--- src/isc_consts.svh ---
// Offsets, field positions, reset values and frame counts of the interface setup block
// Assumes inclusion by bare name from design files
`ifndef ISC_CONSTS_SVH
`define ISC_CONSTS_SVH

// ----------------------------------------
// Register map
// ----------------------------------------
`define ISC_ADDR_SETUP     8'h01
`define ISC_SETUP_RESET    16'h0000
`define ISC_READ_UNMAPPED  16'h0000

// ----------------------------------------
// Field positions of the setup register
// ----------------------------------------
`define ISC_FILL_VAL_MSB   9
`define ISC_FILL_VAL_LSB   5
`define ISC_GO_BIT         4
`define ISC_STBY_BIT       3
`define ISC_MEAS_BIT       2
`define ISC_RATE_MSB       1
`define ISC_RATE_LSB       0

// ----------------------------------------
// Timing in frames
// ----------------------------------------
`define ISC_FILL_FRAMES    2

`endif

--- src/isc_pkg.sv ---
// Types shared by the interface setup block
// Assumes isc_consts.svh is on the include path
package isc_pkg;

  // Serial rate codes
  typedef enum logic [1:0] {
    ISC_RATE_2M  = 2'h0,
    ISC_RATE_4M  = 2'h1,
    ISC_RATE_8M  = 2'h2,
    ISC_RATE_RSV = 2'h3
  } isc_rate_type;

  // Block fill sequencer states
  typedef enum logic {
    FILL_IDLE,
    FILL_WRITE
  } isc_fill_state_type;

  // Parallel bus request, one cycle per access
  typedef struct packed {
    logic        sel;
    logic        wr;
    logic [7:0]  addr;
    logic [15:0] wdata;
  } isc_bus_req_type;

  // Connection memory block fill command
  typedef struct packed {
    logic        active;
    logic [15:0] word;
  } isc_fill_cmd_type;

endpackage : isc_pkg

--- src/isc_interface_setup.sv ---
// Interface setup register of a 16 by 16 time-slot switch, with block fill and
// offset measure launch control.
// Assumes the bus, frame pulse, ready and done inputs come from sys_clk logic;
// only the output drive pin comes from outside and is synchronised here.
`include "isc_consts.svh"

module isc_interface_setup
  import isc_pkg::*;
(
  // Clock and reset
  input  wire logic             sys_clk,
  input  wire logic             sys_rst,
  // Parallel register port
  input  wire isc_bus_req_type  bus_req,
  output logic [15:0]           bus_rdata,
  output logic                  bus_ack,
  // Neighbouring register and frame timing inputs
  input  wire logic             block_fill_ready,
  input  wire logic             frame_pulse,
  input  wire logic             offset_measure_done,
  // Output drive pin, asynchronous
  input  wire logic             output_drive_pin,
  // Serial lane and rate control
  output logic [15:0]           serial_out_lanes_oe,
  output isc_rate_type          serial_rate_select,
  output logic                  rate_reserved,
  // Offset measurement control
  output logic                  start_offset_measure,
  output logic                  measure_launch,
  output logic                  measure_clear,
  output logic                  measure_running,
  // Connection memory block fill
  output isc_fill_cmd_type      fill_cmd,
  output logic                  fill_finish_pulse
);

  // ----------------------------------------
  // Declarations
  // ----------------------------------------
  logic [4:0]          fill_val_reg;      // Block fill value
  logic                stby_reg;          // Output standby bit
  logic                meas_reg;          // Start measure bit
  isc_rate_type        rate_reg;          // Serial rate field
  isc_fill_state_type  fill_state_reg;    // Fill sequencer
  logic [1:0]          fill_frames_reg;   // Frames seen during fill
  logic                drive_meta_reg;    // Pin sync stage one
  logic                drive_sync_reg;    // Pin sync stage two
  logic                done_prev_reg;     // Done flag history
  logic                finish_reg;        // Fill finish pulse
  logic [15:0]         lane_oe_reg;       // Lane drive enables
  logic                wr_hit;            // Write to setup register
  logic                rd_hit;            // Read of setup register
  logic                fill_start;        // Fill accepted
  logic                fill_abort;        // Fill cancelled
  logic                fill_end;          // Fill completes this cycle
  logic                lane_drive;        // Lanes should drive
  logic [15:0]         read_word;         // Register readback image

  // ----------------------------------------
  // Decode and control terms
  // ----------------------------------------
  assign wr_hit = bus_req.sel & bus_req.wr & (bus_req.addr == `ISC_ADDR_SETUP);
  assign rd_hit = bus_req.sel & ~bus_req.wr & (bus_req.addr == `ISC_ADDR_SETUP);

  // Start on any write with go set while the sequencer is idle and the feature armed
  assign fill_start = wr_hit & bus_req.wdata[`ISC_GO_BIT] & block_fill_ready
                      & (fill_state_reg == FILL_IDLE);
  // Go written low or ready dropped cancels a running fill
  assign fill_abort = (fill_state_reg == FILL_WRITE)
                      & ((wr_hit & ~bus_req.wdata[`ISC_GO_BIT]) | ~block_fill_ready);
  // Finish on the boundary closing the second full frame
  assign fill_end   = (fill_state_reg == FILL_WRITE) & ~fill_abort & frame_pulse
                      & (fill_frames_reg == 2'(`ISC_FILL_FRAMES));

  assign lane_drive = drive_sync_reg | stby_reg;

  // Readback; unused upper bits and bit ten read zero
  always_comb begin
    read_word                                      = `ISC_SETUP_RESET;
    read_word[`ISC_FILL_VAL_MSB:`ISC_FILL_VAL_LSB] = fill_val_reg;
    read_word[`ISC_GO_BIT]                         = (fill_state_reg == FILL_WRITE);
    read_word[`ISC_STBY_BIT]                       = stby_reg;
    read_word[`ISC_MEAS_BIT]                       = meas_reg;
    read_word[`ISC_RATE_MSB:`ISC_RATE_LSB]         = rate_reg;
  end

  // ----------------------------------------
  // Register fields
  // ----------------------------------------
  // Stored fields; upper bits are not stored since software keeps them zero
  always_ff @(posedge sys_clk) begin
    if (sys_rst) begin
      fill_val_reg <= 5'h00;
      stby_reg     <= 1'b0;
      meas_reg     <= 1'b0;
      rate_reg     <= ISC_RATE_2M;
    end else if (wr_hit) begin
      fill_val_reg <= bus_req.wdata[`ISC_FILL_VAL_MSB:`ISC_FILL_VAL_LSB];
      stby_reg     <= bus_req.wdata[`ISC_STBY_BIT];
      meas_reg     <= bus_req.wdata[`ISC_MEAS_BIT];
      rate_reg     <= isc_rate_type'(bus_req.wdata[`ISC_RATE_MSB:`ISC_RATE_LSB]);
    end
  end

  // Bus answer one cycle after the access
  always_ff @(posedge sys_clk) begin
    if (sys_rst) begin
      bus_ack   <= 1'b0;
      bus_rdata <= `ISC_READ_UNMAPPED;
    end else begin
      bus_ack   <= bus_req.sel;
      bus_rdata <= rd_hit ? read_word : `ISC_READ_UNMAPPED;
    end
  end

  // ----------------------------------------
  // Block fill sequencer
  // ----------------------------------------
  always_ff @(posedge sys_clk) begin
    if (sys_rst) begin
      fill_state_reg  <= FILL_IDLE;
      fill_frames_reg <= 2'h0;
      finish_reg      <= 1'b0;
    end else begin
      finish_reg <= fill_end;
      unique case (fill_state_reg)
        FILL_IDLE: begin
          fill_frames_reg <= 2'h0;
          if (fill_start) begin
            fill_state_reg <= FILL_WRITE;
          end
        end
        FILL_WRITE: begin
          if (fill_abort || fill_end) begin
            fill_state_reg <= FILL_IDLE;
          end else if (frame_pulse) begin
            fill_frames_reg <= fill_frames_reg + 2'h1;
          end
        end
      endcase
    end
  end

  // Fill word: value in the top five bits, the rest zero
  always_ff @(posedge sys_clk) begin
    if (sys_rst) begin
      fill_cmd <= '0;
    end else begin
      fill_cmd.active <= (fill_state_reg == FILL_WRITE) ? ~(fill_abort | fill_end) : fill_start;
      fill_cmd.word   <= {(fill_start ? bus_req.wdata[`ISC_FILL_VAL_MSB:`ISC_FILL_VAL_LSB]
                                      : fill_val_reg), 11'h000};
    end
  end

  assign fill_finish_pulse = finish_reg;

  // ----------------------------------------
  // Output drive pin and lane enables
  // ----------------------------------------
  always_ff @(posedge sys_clk) begin
    if (sys_rst) begin
      drive_meta_reg <= 1'b0;
      drive_sync_reg <= 1'b0;
    end else begin
      drive_meta_reg <= output_drive_pin;
      drive_sync_reg <= drive_meta_reg;
    end
  end

  // One enable flop per lane
  for (genvar lane = 0; lane < 16; lane++) begin : g_lane
    always_ff @(posedge sys_clk) begin
      if (sys_rst) begin
        lane_oe_reg[lane] <= 1'b0;
      end else begin
        lane_oe_reg[lane] <= lane_drive;
      end
    end
  end

  assign serial_out_lanes_oe = lane_oe_reg;
  assign serial_rate_select  = rate_reg;
  assign rate_reserved       = (rate_reg == ISC_RATE_RSV);

  // ----------------------------------------
  // Offset measurement control
  // ----------------------------------------
  // Launch on rise, clear done on fall, stop on done rise; launch wins
  always_ff @(posedge sys_clk) begin
    if (sys_rst) begin
      measure_launch  <= 1'b0;
      measure_clear   <= 1'b0;
      measure_running <= 1'b0;
      done_prev_reg   <= 1'b0;
    end else begin
      done_prev_reg  <= offset_measure_done;
      measure_launch <= wr_hit & bus_req.wdata[`ISC_MEAS_BIT] & ~meas_reg;
      measure_clear  <= wr_hit & ~bus_req.wdata[`ISC_MEAS_BIT] & meas_reg;
      if (wr_hit && bus_req.wdata[`ISC_MEAS_BIT] && !meas_reg) begin
        measure_running <= 1'b1;
      end else if (offset_measure_done && !done_prev_reg) begin
        measure_running <= 1'b0;
      end
    end
  end

  assign start_offset_measure = meas_reg;
endmodule : isc_interface_setup

--- config.mk ---
export PLATFORM = sky130hd
export DESIGN_NAME = isc_interface_setup
export DESIGN_NICKNAME = d
export VERILOG_FILES = /design/src/isc_pkg.sv /design/src/isc_interface_setup.sv
export VERILOG_INCLUDE_DIRS = /design/src
export SDC_FILE = /design/constraint.sdc
export NUM_CORES = 1
export LEC_CHECK = 0
export BUFFER_PORTS_ARGS = -buffer_cell sky130_fd_sc_hd__buf_2
export CORE_ASPECT_RATIO = 1.4
export CORE_MARGIN = 2
export CORE_UTILIZATION = 48
export CTS_BUF_LIST = sky130_fd_sc_hd__clkbuf_4 sky130_fd_sc_hd__clkbuf_8
export CTS_CLUSTER_DIAMETER = 60
export DETAILED_ROUTE_END_ITERATION = 16
export GPL_TIMING_DRIVEN = 0
export PLACE_DENSITY = 0.87
export SLEW_MARGIN = 10
export SYNTH_ARGS = -nofsm -noshare
export SYNTH_HDL_FRONTEND = slang
export SYNTH_SLANG_ARGS = --single-unit
export TNS_END_PERCENT = 20
--- constraint.sdc ---
create_clock -name sys_clk -period 2.15 [get_ports sys_clk]
set_input_delay 0.43 -clock sys_clk [delete_from_list [all_inputs] [get_ports sys_clk]]
set_output_delay 0.43 -clock sys_clk [all_outputs]
set_load 0.03 [all_outputs]
Yosys cells after proc, flatten, opt, wreduce, memory -nomap -nowiden. Index checks and enable logic that the tools add are counted.

Magnitude comparators: 0. Add/subtract/negate cells: 1. Shift-type cells: 0. Reductions and logical operators: 9. Mux-type cells: 10. $mul: 0. Divide/modulo/power cells: 0. Equality and inequality tests: 5. Bitwise logic cells: 28.

Operators with widths (count): $and A1 B1 Y1 (16); $not A1 Y1 (9); $eq A8 B1 Y1 const B (1); $mux W1 (5); $mux W5 (1); $eq A2 B2 Y1 const B (2); $mux W2 (2); $ne A2 B2 Y1 const B (2); $pmux W2 S2 (1); $logic_and A1 B1 Y1 (3); $or A1 B1 Y1 (3); $add A2 B1 Y2 const B (1); $logic_not A1 Y1 (2); $pmux W1 S2 (1); $reduce_and A2 Y1 (1); $reduce_bool A2 Y1 (1); $reduce_or A2 Y1 (1); $logic_or A1 B1 Y1 (1).

Bits of input ports: 32. Output and inout port bits: 58. Register bits after elaboration: 54. Memory bits (writable): 0. Memories kept: 0. Latch bits: 0. Memory bits (read-only): 0. Word-level logic and storage cells: 73.

Logic depth before layout (Yosys ltp).
Depth in word-level cells: 12. Depth in mapped cells: 5. Mapped depth without buffers: 5.

Worst setup path after synthesis. OpenSTA, ideal clock, no wires.

Path type: input-to-reg. Start: input bus_req[23] (netlist bit). End: register measure_running. Stages on the path: 5. Library setup time: 0.067 ns. Required time: 2.083 ns. Arrival time: 1.342 ns. Path buffers: 1. Slack: 0.740 ns. Path through: nor4b_4 and4_1 buf_6 nand3b_2 a21oi_2.

Cells in the longest elaborated chain, start to end: 5. Elaborated cells between the ends (all ways): 6. Classes of those cells: 1 x eq/ne; 1 x mux; 1 x bitwise; 3 x reduce/logical.

Ends and longest elaborated chain: start, declared (line isc_interface_setup.sv:14) `input wire isc_bus_req_type bus_req,`; $eq A8 B1 Y1 (no line) (*); $and A1 B1 Y1 (*) (line isc_interface_setup.sv:62) `` assign wr_hit = bus_req.sel & bus_req.wr & (bus_req.addr == `ISC_ADDR_SETUP); ``; $logic_and A1 B1 Y1 (*) (2 in series) (line isc_interface_setup.sv:199) `` if (wr_hit && bus_req.wdata[`ISC_MEAS_BIT] && !meas_reg) begin ``; $mux W1 or $reduce_bool A2 Y1 (tied branches); end signal, assigned (line isc_interface_setup.sv:193) `measure_running <= 1'b0;`; end signal, assigned (line isc_interface_setup.sv:200) `measure_running <= 1'b1;`; end signal, assigned (line isc_interface_setup.sv:202) `measure_running <= 1'b0;`; end, declared (line isc_interface_setup.sv:31) `output logic measure_running,`.

Mark *: on every way between the ends. The rest lies on a longest branch, timed or not. A chain may end at the register's enable or synchronous reset.

==> impl_metrics.json <==
{
  "nets": 283,
  "avgRoutedWirePerCell_um": 10.26,
  "synth_top_area_share": 0.4679,
  "mostFrequentLayoutCells": "buf_2, dfxtp_1, buf_4",
  "outcome": "finished clean",
  "r2r_cells": 4,
  "core_mm2": 0.003093,
  "viasPerCell": 4.262,
  "firstDrtPassIters": 4,
  "cp.arrival_ns": 1.26,
  "antenna_found_initial": 0,
  "grt-ovfl-total": 0,
  "synth.avg_cell_area_um2": 9.567,
  "drt_iter0_drc": 22,
  "yosysWarnings": 0,
  "r2r_end": "fill_cmd[13]",
  "ioPinCount": 90,
  "syn2layout_area_growth_pct": 34.85,
  "cts_sinks": 36,
  "endpoint_kind": "primary output",
  "cts_tree": "done",
  "grt_start_max_net_pins": 17,
  "yosysSeqAreaShare": 0.4679,
  "finalSetupViolCount": 0,
  "synth_edf_count": 0,
  "grt_use_total": 0.1726,
  "synth_area_mm2": 0.001540,
  "vias": 1236,
  "synth_top_area_cell": "dfxtp_1",
  "hold_viol": 0,
  "endpoint": "serial_out_lanes_oe[8]",
  "dp_hpwl_um": 2348,
  "ir_worst_vdd_uv": 438.1,
  "fp.dieW_um": 51.88,
  "critPathKind": "reg -> out",
  "cts.path.max_buffers": 2,
  "synthArstFlopShare": 0,
  "first_global_vias": 1096,
  "yosysUniqueCellTypes": 31,
  "die_h_um": 71.03,
  "synthTopCellsByArea": "dfxtp_1, buf_4, nand2_1",
  "drv_cap": 0,
  "ys_ff_latch": 36,
  "regToRegStartpoint": "fill_state_reg",
  "p_leak_nw": 1.113,
  "cp.required_ns": 1.72,
  "antenna_cells": 0,
  "grt_setup_unrepaired": "no",
  "power_mw": 1.333,
  "crit_start": "serial_out_lanes_oe[15]",
  "clockRootBuffer": "clkbuf_8",
  "synth_ff_type": "dfxtp_1",
  "dp.cells": 282,
  "postRouteAntennaNets": 0,
  "largest_reg_flops": 10,
  "syn_inst": 161,
  "row_count": 24,
  "cts_inserted_buffers": 5,
  "finalMaxSlewViolations": 0,
  "crit_path_start_kind": "flip-flop",
  "grt_pass1_wl_um": 4609,
  "final_cells": 290,
  "htree_num_levels": 2,
  "dieArea_mm2": 0.003684,
  "cts_hold_buf": 0,
  "clock_skew_ns": 0.008795,
  "r2r_setup_slack_ns": 0.84,
  "max_freq_ghz": 0.5924,
  "layout_commonest_cell": "buf_2",
  "critPathMaxFanout": 16,
  "post_route_cells_drive_above_1_share": 0.4622,
  "post-cts-setup-buffers": 0,
  "tns_ns": 0,
  "drc_errors": 0,
  "wl_um": 2976,
  "utilization": 0.6715,
  "initial_core_util": 0.4980,
  "cts_resized": 0,
  "hold_path.class": "in -> reg",
  "post-route-min-period_ns": 1.688,
  "portBuffers": 66,
  "insertion_delay_ns": 0.29,
  "fin_crit_sh": 0.7851,
  "place.gp.congestion": 0.7655,
  "power.density_mw_per_mm2": 641.7,
  "clk_pin_slew_worst_paths_ns": 0.07
}
Yosys cell counts (2+ instances only):
library cell and instances:
and4_1 2, nand2_1 21, and2_1 11, nor2b_1 4, a21oi_1 9, o21ai_0 2, mux2i_1 7, clkbuf_1 2
inv_1 3, nand4_1 2, nor2_1 10, dfxtp_1 36, buf_4 33, nor4b_1 2
power by group:
group	total, mW	switching, mW	internal, mW
sequential	0.674	0.00264	0.671
clock	0.505	0.233	0.273
combinational	0.154	0.0936	0.0603
total	1.33	0.329	1.00
final cells by class:
cell class                 instances  area (um^2)
clock inverter                     1        7.507
timing repair buffer              66        330.3
tap                               39        48.80
fill                             263         1016
multi-input combinational        100        591.8
inverter                           3        11.26
clock buffer                       7        90.09
sequential                        36        720.7
buffer                            38        276.5
per-layer routing:
layer / vias to the layer above / share of wire / GRT usage
met5: - / 0 / 0
met4: 0 / 0.022 / 0.1053
met3: 5 / 0.10 / 0.04430
met2: 60 / 0.52 / 0.3165
met1: 517 / 0.35 / 0.1631
li1: 654 / - / -
per-stage QoR:
stage / instance area (um^2) / hold slack, ns / setup slack [ns]
finish: 2077 / 0.3579 / 0.4621
detailed placement: 1979 / 0.4263 / 0.4783
global placement: 1979 / 0.4218 / 0.5001
floorplan: 1600 / 0.4114 / 0.7404
global route: 2077 / 0.3578 / 0.3742
CTS: 2077 / 0.3571 / 0.4432
worst max-delay path, stage by stage, from the launching register on:
cell and delay, ns:
dfxtp_1 0.60, buf_4 0.19, buf_2 0.19
kinds of logic (layout without fill, tap and decap cells):
family | count (synthesis) | count (layout) | synth area share
buffers and inverters | 41 | 115 | 0.1868
other | 1 | 17 | 0.002435
muxes | 7 | 7 | 0.04549
DFF | 36 | 36 | 0.4679
AOI/OAI and AO/OA | 14 | 14 | 0.05524
adders and majority gates | 1 | 1 | 0.008122
and+or+nand+nor | 61 | 61 | 0.2340
how the worst min path moves through the flow:
stage | startpoint | endpoint | cells past startpoint | slack [ns]
CTS | bus_req[2] | measure_clear | 2 | 0.36
global placement | drive_meta_reg | drive_sync_reg | 1 | 0.42
finish | bus_req[2] | measure_clear | 2 | 0.36
global route | output_drive_pin | drive_meta_reg | 2 | 0.36
floorplan | drive_sync_reg | serial_out_lanes_oe[15] | 2 | 0.41
detailed placement | drive_sync_reg | serial_out_lanes_oe[15] | 2 | 0.43
No activity file was read; power rests on OpenSTA's default activity.
